==> config.mk <==
export PLATFORM = sky130hd
export DESIGN_NAME = rcpm_ctrl
export DESIGN_NICKNAME = d
export VERILOG_FILES = /design/src/verilog/rcpm_ctrl.v
export VERILOG_INCLUDE_DIRS = /design/src /design/src/verilog
export SDC_FILE = /design/constraint.sdc
export NUM_CORES = 1
export LEC_CHECK = 0
export BUFFER_PORTS_ARGS = -buffer_cell sky130_fd_sc_hd__buf_4
export CAP_MARGIN = 10
export CORE_UTILIZATION = 51
export DETAILED_ROUTE_END_ITERATION = 7
export PLACE_DENSITY = 0.81
export SLEW_MARGIN = 20
export SYNTH_ARGS = -nofsm -noshare
export SYNTH_HDL_FRONTEND = slang
export SYNTH_SLANG_ARGS = --single-unit
==> constraint.sdc <==
create_clock -name sys_clk -period 2.16 [get_ports sys_clk]
set_input_delay 0.216 -clock sys_clk [delete_from_list [all_inputs] [get_ports sys_clk]]
set_output_delay 0.216 -clock sys_clk [all_outputs]
set_load 0.05 [all_outputs]
==> src/verilog/rcpm_map.vh <==
`ifndef RCPM_MAP_VH
`define RCPM_MAP_VH
// ----------------------------------------
// Register byte addresses
// ----------------------------------------
`define RCPM_ADDR_POWER_MODE_CTRL 14'h0A00
`define RCPM_ADDR_POWER_MODE_KEY 14'h0A04
`define RCPM_ADDR_RESET_CAUSE_STATUS 14'h0A40
`define RCPM_ADDR_SOFT_RESET_TRIGGER 14'h0424
`define RCPM_ADDR_LOWPOWER_UNLOCK_KEY 14'h210C
`define RCPM_ADDR_LOWPOWER_CLOCK_SELECT 14'h2110
`define RCPM_ADDR_LOWPOWER_BLOCK_POWERDOWN 14'h2114
`define RCPM_ADDR_SYS_STATUS 14'h2120
// ----------------------------------------
// Reset values
// ----------------------------------------
`define RCPM_RST_POWER_MODE_CTRL 16'h0001
`define RCPM_RST_LOWPOWER_BLOCK_POWERDOWN 32'h00000102
// ----------------------------------------
// Field positions
// ----------------------------------------
`define RCPM_BIT_POR_FLAG 0
`define RCPM_BIT_PIN_FLAG 1
`define RCPM_BIT_RSVD_FLAG 2
`define RCPM_BIT_SOFT_FLAG 3
`define RCPM_BIT_TIMER_SLEEP 2
`define RCPM_BIT_SEQ_SLEEP 3
`define RCPM_BIT_ADC_KEEP 14
`define RCPM_BIT_RAM_KEEP 15
`define RCPM_BIT_LF_SYSCLK 0
`define RCPM_BIT_HFOSC_PD 0
`define RCPM_BIT_HSREF_PD 1
`define RCPM_BIT_ALDO_PD 8
`define RCPM_LPCON_MASK 32'h000001CF
// ----------------------------------------
// Modes and keys
// ----------------------------------------
`define RCPM_MODE_ACTIVE 2'h1
`define RCPM_MODE_HIBERNATE 2'h2
`define RCPM_MODE_RESERVED 2'h3
`define RCPM_PWR_KEY_FIRST 16'h4859
`define RCPM_PWR_KEY_SECOND 16'hF27B
`define RCPM_LP_KEY 20'hC59D6
`define RCPM_SOFT_RESET_CODE 16'hA158
`endif

==> src/verilog/rcpm_ctrl.v <==
// Design decision made here: the APB interface to the registers.
`include "rcpm_map.vh"
`timescale 1ns/100ps
`default_nettype none
module rcpm_ctrl #(
	parameter ADDR_W = 14
) (
	input wire sys_clk,
	input wire nrst,
	input wire por_event,
	input wire pin_reset_event,
	input wire [ADDR_W-1:0] paddr,
	input wire psel,
	input wire penable,
	input wire pwrite,
	input wire [31:0] pwdata,
	output reg [31:0] prdata,
	output wire pready,
	output wire pslverr,
	input wire seq_wr,
	input wire seq_sleep_cmd,
	input wire timer_sleep_req,
	input wire wake_req,
	output reg soft_reset_req,
	output reg hs_clk_enable,
	output reg digital_core_power,
	output reg sram_power,
	output reg ram_keep_in_sleep,
	output reg adc_switch_on,
	output reg lf_sysclk_allowed,
	output reg [31:0] lowpower_powerdown
);

// ----------------------------------------
// Bus decode
// ----------------------------------------
wire wr_acc = psel & penable & pwrite;
wire rd_acc = psel & penable & ~pwrite;
assign pready = 1'b1;

function is_addr;
	input [ADDR_W-1:0] a;
	input [ADDR_W-1:0] b;
	begin
		is_addr = (a == b);
	end
endfunction

wire hit_ctrl = is_addr(paddr, `RCPM_ADDR_POWER_MODE_CTRL);
wire hit_pkey = is_addr(paddr, `RCPM_ADDR_POWER_MODE_KEY);
wire hit_stat = is_addr(paddr, `RCPM_ADDR_RESET_CAUSE_STATUS);
wire hit_swrst = is_addr(paddr, `RCPM_ADDR_SOFT_RESET_TRIGGER);
wire hit_lkey = is_addr(paddr, `RCPM_ADDR_LOWPOWER_UNLOCK_KEY);
wire hit_lclk = is_addr(paddr, `RCPM_ADDR_LOWPOWER_CLOCK_SELECT);
wire hit_lcon = is_addr(paddr, `RCPM_ADDR_LOWPOWER_BLOCK_POWERDOWN);
wire hit_sys = is_addr(paddr, `RCPM_ADDR_SYS_STATUS);
wire hit_any = hit_ctrl | hit_pkey | hit_stat | hit_swrst | hit_lkey | hit_lclk | hit_lcon | hit_sys;
assign pslverr = psel & penable & ~hit_any;

// ----------------------------------------
// Registers
// ----------------------------------------
reg [15:0] power_mode_ctrl_reg;
reg [15:0] power_mode_key_reg;
reg [1:0] pkey_state_reg;
reg [3:0] reset_cause_status_reg;
reg [19:0] lowpower_unlock_key_reg;
reg lowpower_clock_select_reg;
reg [31:0] lowpower_block_powerdown_reg;
reg [1:0] actual_mode_reg;
reg asleep_reg;
reg por_seen_reg;

localparam PK_LOCKED = 2'h0;
localparam PK_FIRST = 2'h1;
localparam PK_OPEN = 2'h2;

wire lp_unlocked = (lowpower_unlock_key_reg == `RCPM_LP_KEY);
wire soft_trig = wr_acc & hit_swrst & (pwdata[15:0] == `RCPM_SOFT_RESET_CODE);
// Any write to the trigger register marks the cause flag
wire soft_flag_set = wr_acc & hit_swrst;

// ----------------------------------------
// Power mode key sequence
// ----------------------------------------
always @(posedge sys_clk or negedge nrst) begin
	if (!nrst) begin
		pkey_state_reg <= PK_LOCKED;
		power_mode_key_reg <= 16'h0000;
	end else if (wr_acc) begin
		if (hit_pkey) begin
			power_mode_key_reg <= pwdata[15:0];
			case (pkey_state_reg)
				PK_LOCKED: begin
					pkey_state_reg <= (pwdata[15:0] == `RCPM_PWR_KEY_FIRST) ? PK_FIRST : PK_LOCKED;
				end
				PK_FIRST: begin
					pkey_state_reg <= (pwdata[15:0] == `RCPM_PWR_KEY_SECOND) ? PK_OPEN : PK_LOCKED;
				end
				default: begin
					pkey_state_reg <= (pwdata[15:0] == `RCPM_PWR_KEY_FIRST) ? PK_FIRST : PK_LOCKED;
				end
			endcase
		end else begin
			pkey_state_reg <= PK_LOCKED;
		end
	end
end

// ----------------------------------------
// Power mode control
// ----------------------------------------
always @(posedge sys_clk or negedge nrst) begin
	if (!nrst) begin
		power_mode_ctrl_reg <= `RCPM_RST_POWER_MODE_CTRL;
		actual_mode_reg <= `RCPM_MODE_ACTIVE;
	end else if (wr_acc && hit_ctrl && pkey_state_reg == PK_OPEN) begin
		power_mode_ctrl_reg <= pwdata[15:0] & 16'hC00F;
		if (pwdata[1:0] != `RCPM_MODE_RESERVED && pwdata[1:0] != 2'h0)
			actual_mode_reg <= pwdata[1:0];
	end else if (actual_mode_reg == `RCPM_MODE_HIBERNATE && wake_req) begin
		actual_mode_reg <= `RCPM_MODE_ACTIVE;
	end
end

// Autosleep from sequencer command or wake-up timer
always @(posedge sys_clk or negedge nrst) begin
	if (!nrst) begin
		asleep_reg <= 1'b0;
	end else if (wake_req) begin
		asleep_reg <= 1'b0;
	end else if ((seq_sleep_cmd & power_mode_ctrl_reg[`RCPM_BIT_SEQ_SLEEP]) |
		(timer_sleep_req & power_mode_ctrl_reg[`RCPM_BIT_TIMER_SLEEP])) begin
		asleep_reg <= 1'b1;
	end
end

// ----------------------------------------
// Reset cause status
// ----------------------------------------
always @(posedge sys_clk or negedge nrst) begin
	if (!nrst) begin
		reset_cause_status_reg <= 4'h0;
		por_seen_reg <= 1'b0;
	end else begin
		por_seen_reg <= 1'b1;
		// Clear first, set afterwards so a new event wins
		if (wr_acc && hit_stat)
			reset_cause_status_reg <= (reset_cause_status_reg & ~pwdata[3:0])
				| {soft_flag_set, 1'b0, pin_reset_event, por_event | ~por_seen_reg};
		else
			reset_cause_status_reg <= reset_cause_status_reg
				| {soft_flag_set, 1'b0, pin_reset_event, por_event | ~por_seen_reg};
	end
end

// ----------------------------------------
// Low-power key, clock select, configuration
// ----------------------------------------
always @(posedge sys_clk or negedge nrst) begin
	if (!nrst) begin
		lowpower_unlock_key_reg <= 20'h00000;
		lowpower_clock_select_reg <= 1'b0;
		lowpower_block_powerdown_reg <= `RCPM_RST_LOWPOWER_BLOCK_POWERDOWN;
	end else if (wr_acc) begin
		if (hit_lkey)
			lowpower_unlock_key_reg <= pwdata[19:0];
		if (hit_lclk && lp_unlocked)
			lowpower_clock_select_reg <= pwdata[`RCPM_BIT_LF_SYSCLK];
		if (hit_lcon && lp_unlocked)
			lowpower_block_powerdown_reg <= pwdata & `RCPM_LPCON_MASK;
	end else if (seq_wr && lp_unlocked && hit_lclk) begin
		lowpower_clock_select_reg <= pwdata[`RCPM_BIT_LF_SYSCLK];
	end
end

// ----------------------------------------
// Power domain outputs
// ----------------------------------------
wire sleeping = (actual_mode_reg == `RCPM_MODE_HIBERNATE) | asleep_reg;
always @(posedge sys_clk or negedge nrst) begin
	if (!nrst) begin
		soft_reset_req <= 1'b0;
		hs_clk_enable <= 1'b1;
		digital_core_power <= 1'b1;
		sram_power <= 1'b1;
		ram_keep_in_sleep <= 1'b0;
		adc_switch_on <= 1'b1;
		lf_sysclk_allowed <= 1'b0;
		lowpower_powerdown <= `RCPM_RST_LOWPOWER_BLOCK_POWERDOWN;
	end else begin
		soft_reset_req <= soft_trig;
		hs_clk_enable <= ~sleeping & ~lowpower_block_powerdown_reg[`RCPM_BIT_HFOSC_PD];
		digital_core_power <= ~sleeping;
		sram_power <= ~sleeping | power_mode_ctrl_reg[`RCPM_BIT_RAM_KEEP];
		ram_keep_in_sleep <= power_mode_ctrl_reg[`RCPM_BIT_RAM_KEEP];
		adc_switch_on <= ~sleeping | power_mode_ctrl_reg[`RCPM_BIT_ADC_KEEP];
		lf_sysclk_allowed <= lowpower_clock_select_reg;
		lowpower_powerdown <= lowpower_block_powerdown_reg;
	end
end

// ----------------------------------------
// Read mux
// ----------------------------------------
always @* begin
	prdata = 32'h00000000;
	if (rd_acc) begin
		if (hit_ctrl)
			prdata = {16'h0000, power_mode_ctrl_reg};
		else if (hit_pkey)
			prdata = {16'h0000, power_mode_key_reg};
		else if (hit_stat)
			prdata = {28'h0000000, reset_cause_status_reg};
		else if (hit_lkey)
			prdata = {12'h000, lowpower_unlock_key_reg};
		else if (hit_lclk)
			prdata = {31'h00000000, lowpower_clock_select_reg};
		else if (hit_lcon)
			prdata = lowpower_block_powerdown_reg;
		else if (hit_sys)
			prdata = {28'h0000000, asleep_reg, pkey_state_reg == PK_OPEN, actual_mode_reg};
	end
end

endmodule
`default_nettype wire

==> out/qor.txt, run 1 <==
Synthesized area: 3910 sq um
Post-synth top area cell: dfrtp_1
Post-CTS Hold Buffers: 0
Fin worst setup slack: 0.0402 ns
Drt pass-1 iters: 7
Worst r2r dst: lowpower_block_powerdown_reg[6]
Die ar.: 8020 sq um
Worst Reg2Reg Path Length in Cells: 5
CTS tree: built
Initial Util: 0.533
# clock sinks: 74
Maxcap violations: 0
Layout cells sized above 1: 0.468
Setup TNS: 0 ns
Crit path buf inv count: 2
Worst slew margin: 0.397
Outcome: finished clean
Post-DR wirelength/cell: 17.6 microns
Power Density: 565 nW/um^2
RSZ-0062 raised after global routing: yes
Setup Skew: 0.00955 ns
Leakage: 2.33 nW
Initial antenna violation count: 0
Share of synthesized registers carrying an async set or reset: 1.00
Worst path max stage delay: 0.53 ns
Slew @ Worst Pin: 0.905 ns
Cells after synthesis: 350
Vias in the first global route: 3041
N_diodes: 0
Worst path cell trace: buf_4 > or4_4 > or4b_1 > a221oi_2 > a211oi_2 > buf_6
Logic pwr share: 0.125
Max reg flops: 20
CP arrival: 1.90 ns
PortBufs: 79
Final Setup Violations: 0
Final hold vios: 0
Netlist cell types: 52
Core outline area: 7330 sq um
Crit path launch type: primary input
Ys flop type: dfrtp_1
Nets: 519
FP Rows: 31
Clk slew on worst S/H paths: 0.07 ns
Crit path max-delay family: simple AND/OR/NAND/NOR gates
Clock Latency Late Sink: 0.34 ns
Clock Path Buffers: 2
Die Ht: 89.5 microns
Via density: 5.57
Die X: 89.5 microns
Dpl ws: -0.0416 ns
Reg2reg setup slack: 0.11 ns
Slowest CP cell: or4_4
Switch share: 0.261
Hold WC Path Type: primary input to async pin
Routability-driven placement congestion ratio: 0.934
DP HPWL: 7350 microns
Avg Cell Area, Syn: 11.2 sq um
Pwr Total: 2.85 mW
Commonest cells post-synth: dfrtp_1 (64), mux2_2 (41), buf_4 (38)
Root Buffer: clkbuf_8
Maximum VDD drop: 537 uV
Gr usage total: 0.268
Initial DRC count: 178
Clk network pwr share: 0.388
Grt ovf: 0
Sw power: 745 uW
Reg2reg start: lowpower_unlock_key_reg[3]
Sequential fraction of the synthesis area: 0.477
Crit end category: output pin
Count leader, synth: dfrtp_1
Vias: 3137
Final WL: 9910 microns
Final Slew Violations: 0
Synth warn: 0
Post-synth EDFFs: 0
Largest net degree at the start of global routing: 75
Internal power: 2.11 mW
Main area contributors after synthesis: dfrtp_1 (41%), mux2_2 (12%), buf_4 (7.3%), dfstp_2 (6.7%), mux2_4 (2.7%)
Flops & latches, synth: 74
Min Tclk post-route: 2.12 ns
Flop pwr share: 0.487
CP max FO: 3
Synth top area share: 0.410
Fmax achieved: 472 MHz
Number of remaining DRC errors: 0
H-tree depth: 3
Crit path required time: 1.94 ns
Num CTS Buffers: 9
Syn-to-layout area delta: 29.0%
Period utilization: 0.981
DRT antenna net count: 0
I/O Pins: 130
Crit Path Category: primary input to output pin
First-pass GRT wire length: 15600 microns
==> final cells by class <==
cell class	count	area (sq um)
Sequential cell	74	1860
Clock inverter	2	35.0
Timing Repair Buffer	110	871
Tap cell	99	124
Multi-Input combinational cell	258	1950
Inverter	6	22.5
Clock buffer	14	173
Fill cell	568	2290
==> per-stage QoR <==
step / instance area (sq um) / utilization / hold WS [ns] / instances
2_1_floorplan: 4130 / - / -0.0796 / 387
3_3_place_gp: 4770 / 0.651 / 0.369 / 547
3_5_place_dp: 4770 / 0.651 / 0.372 / 547
4_1_cts: 4990 / 0.681 / 0.0333 / 563
5_1_grt: 5040 / 0.688 / 0.0451 / 563
6_report: 5040 / 0.688 / 0.0150 / 563
==> layer usage <==
layer	part of all wire	wire length [microns]	vias to the layer above	global-route usage
li1	-	-	1428	-
met3	0.073	719	26	0.0545
met2	0.48	4720	150	0.420
met4	0.027	263	0	0.118
met5	0	0	-	0
met1	0.42	4210	1533	0.361
==> cell families after synthesis <==
group	after synthesis	share of synthesized area
simple gates	114	0.173
flops	74	0.477
buf+inv	55	0.0947
compound gates	51	0.0916
mux	50	0.150
fa+ha+maj	3	0.00960
other cells	2	0.00192
xor+xnor	1	0.00224
==> power groups by stage <==
stage	registers [mW]	logic (mW)	clock network, mW
floorplan	1.41	0.257	0
global placement	1.41	0.346	0
global route	1.39	0.383	1.19
detailed placement	1.41	0.349	0
CTS	1.39	0.350	1.14
finish	1.39	0.356	1.11
==> how the worst max path moves through the flow <==
stage / start / end / slack, ns / depth (start not counted)
floorplan: paddr[2] / prdata[0] / -0.20 / 5
global placement: paddr[1] / prdata[0] / -0.03 / 6
detailed placement: paddr[1] / prdata[0] / -0.04 / 6
CTS: actual_mode_reg[0] / prdata[0] / 0.005 / 6
global route: paddr[1] / prdata[0] / -0.01 / 6
finish: paddr[1] / prdata[0] / 0.04 / 6
==> placed cells by master, fill, tap and decap left out, types with 7 or more instances in the layout <==
| master | Yosys | layout |
|---|---|---|
| a21oi_1 | 12 | 9 |
| clkbuf_8 | 0 | 12 |
| mux2_2 | 41 | 41 |
| dfrtp_1 | 64 | 64 |
| nor3_1 | 12 | 12 |
| mux2_4 | 7 | 7 |
| buf_4 | 38 | 105 |
| nor2_1 | 20 | 8 |
| conb_1 | 2 | 39 |
| nand2_1 | 19 | 19 |
| nor2_4 | 1 | 9 |
| o21ai_0 | 8 | 8 |
| nand3_1 | 8 | 8 |
| a22oi_1 | 10 | 10 |
| dfstp_2 | 10 | 10 |
==> what timing repair did <==
| item | 4_1_cts | 5_1_grt |
|---|---|---|
| pin swaps | 0 | 2 |
| setup endpoints to repair | 4 | 18 |
| gates resized for setup | 3 | 10 |
| setup buffers | 0 | 0 |
No activity file was read; power rests on OpenSTA's default activity.
==> inputs of run 2 (changes only) <==
Settings changed: CORE_MARGIN from default to 2, RECOVER_POWER from default to 50.
==> run 2 against run 1 <==
  * The run now ends with capacitance limit, slew limit left
  * Via count up 0.73%
  * Power down 1.3%
  * Sequential share of layout area about the same
  * Critical path type is now flop to output pin
==> out/qor.txt, run 2 (synthesized netlist as in run 1, its figures left out) <==
PortBufs: 79 (unchanged)
FP Rows: 31 (unchanged)
Internal power: 2.01 mW (-4.4%)
Metal2 WL: 5150 microns (+9.1%)
Hold_ws: 0.0524 ns (+0.0373 ns)
Die ar.: 8380 sq um (+4.5%)
Worst path cell trace: inv_2 > nor4_2 > a21oi_1 > a2111o_1 > a211oi_2 > buf_6
Syn-to-layout area delta: 29.1% (about the same)
Initial DRC count: 248 (+39%)
H-tree depth: 3 (unchanged)
First-pass GRT wire length: 16700 microns (+7.1%)
RSZ-0062 raised after global routing: yes
Final Setup Violations: 0 (unchanged)
Slew @ Worst Pin: 1.81 ns (+0.903 ns)
Post-DR wirelength/cell: 18.5 microns (+5.1%)
Failing checks: capacitance limit, slew limit
Initial Util: 0.533 (unchanged)
DR top layer: met4
Vias: 3160 (+0.73%)
DP Area: 4790 sq um (+0.42%)
DRT antenna net count: 0 (unchanged)
I/O Pins: 130 (unchanged)
Nets: 520 (+0.19%)
CP arrival: 1.94 ns (+0.04 ns)
CTS tree: built
Fmax achieved: 464 MHz (-1.7%)
Power Density: 558 nW/um^2 (-1.4%)
Crit Path Category: flop to output pin
Crit path launch type: flop
Die X: 91.5 microns (+2.2%)
Num CTS Buffers: 9 (unchanged)
Clock Latency Late Sink: 0.34 ns (about the same)
Number of remaining DRC errors: 0 (unchanged)
Worst slew margin: -0.206 (-0.602)
Sw power: 801 uW (+7.6%)
Final WL: 10400 microns (+5.3%)
Outcome: finished with violations
Fin worst setup slack: 0.00360 ns (-0.0366 ns)
Drt pass-1 iters: 5 (-2)
Leakage: 2.32 nW (-0.44%)
Final Slew Violations: 75 (+75)
CP max FO: 3 (unchanged)
Most frequent cells in the layout: buf_4 (98), dfrtp_1 (64), mux2_2 (41)
Flop pwr share: 0.493 (+0.006)
Largest net degree at the start of global routing: 75 (unchanged)
Reg2reg setup slack: 0.11 ns (about the same)
Min Tclk post-route: 2.16 ns (+0.0366 ns)
Clk network pwr share: 0.380 (-0.008)
Vias in the first global route: 3208 (+5.5%)
Dpl ws: -0.0320 ns (+0.00962 ns)
Worst path max stage delay: 0.55 ns (+0.02 ns)
Setup Skew: 0.0117 ns (+0.00218 ns)
Maxcap violations: 1 (+1)
Post CTS Setup Buffer Count: 0 (unchanged)
Clock Path Buffers: 2 (unchanged)
Pwr Total: 2.81 mW (-1.3%)
Initial antenna violation count: 0 (unchanged)
Maximum VDD drop: 496 uV (-7.8%)
Commonest non-fill, non-tap cell in the layout: buf_4
# clock sinks: 74 (unchanged)
Core outline area: 7330 sq um (unchanged)
Grt ovf: 0 (unchanged)
N_diodes: 0 (unchanged)
Gr usage total: 0.257 (-0.0111)
Non-Filler Cell Area, Final: 5050 sq um (about the same)
Routability-driven placement congestion ratio: 0.919 (-1.7%)
DP HPWL: 7720 microns (+5.0%)
Met1 Wirelength: 4320 microns (+2.5%)
Clk slew on worst S/H paths: 0.08 ns (about the same)
Root Buffer: clkbuf_8
Final hold vios: 0 (unchanged)
Max reg flops: 20 (unchanged)
Metal3 WL: 771 microns (+7.2%)
Switch share: 0.285 (+0.0235)
Crit end category: output pin
Die Ht: 91.5 microns (+2.2%)
Crit path required time: 1.94 ns (about the same)
Slowest CP cell: dfstp_2
Via density: 5.60 (+0.55%)
Hold WC Path Type: primary input to flop
Logic pwr share: 0.127 (+0.002)
Period utilization: 0.998 (+0.0170)
Layout cells sized above 1: 0.460 (-0.00746)
==> run 2: changes by cell type in the layout (fill, tap and decap cells not counted), moves of 2 or more <==
cell / before / now
nor4bb_2: 3 / 1
buf_4: 105 / 98
clkbuf_1: 2 / 6
clkbuf_8: 12 / 9
dfstp_2: 10 / 8
dfstp_1: 0 / 2
==> run 2: worst paths after layout <==
| path | from | depth (start not counted) | end |
|---|---|---|---|
| setup / recovery | actual_mode_reg[0] | 6 | prdata[0] |
| hold / removal | wake_req | 2 | asleep_reg |
| setup reg to reg | lowpower_unlock_key_reg[3] | 5 | lowpower_block_powerdown_reg[3] |
| hold reg to reg | lowpower_block_powerdown_reg[8] | 0 | lowpower_powerdown[8] |
| max in group asynchronous | nrst | 1 | power_mode_ctrl_reg[3] |
| min in group asynchronous | nrst | 1 | lowpower_unlock_key_reg[12] |
==> run 2: power by group through the flow <==
stage	logic [mW]	registers, mW	clock network [mW]
3_3_place_gp	0.348	1.41	0
2_1_floorplan	0.257	1.41	0
5_1_grt	0.381	1.39	1.14
6_report	0.357	1.39	1.07
3_5_place_dp	0.350	1.41	0
4_1_cts	0.351	1.39	1.08
==> run 2: metrics by stage <==
step | utilization | setup TNS, ns | instances
after floorplan | - | -0.203 | 387
after global placement | 0.654 | -0.0267 | 548
after detailed placement | 0.654 | -0.467 | 548
after CTS | 0.683 | 0 | 564
after global routing | 0.688 | -0.0871 | 564
final | 0.688 | 0 | 564
==> run 2: layout make-up <==
class                      instances  area (sq um)
timing repair buffer             111           873
clock inverter                     6          65.1
clock buffer                      10           128
sequential                        74          1860
fill                             563          2280
inverter                           6          22.5
multi-input combinational        258          1970
tap                               99           124
==> run 2: layer usage <==
layer,GRT usage,vias to the layer above
met2,0.428,172
li1,-,1426
met5,0,-
met3,0.0365,19
met4,0.0934,0
met1,0.342,1543
==> run 2: critical path: cells and delay by family, from the launching register on <==
kind	cells	cell delay, ns
AOI/OAI and AO/OA	3	0.68
buffers and inverters	2	0.24
DFF	1	0.55
and+or+nand+nor	1	0.12
==> run 2: what timing repair did <==
| item | in CTS | in global routing |
|---|---|---|
| pin swaps | 0 | 2 |
| hold buffers | 0 | 0 |
| resized for setup | 5 | 12 |
| setup endpoints to repair | 11 | 19 |
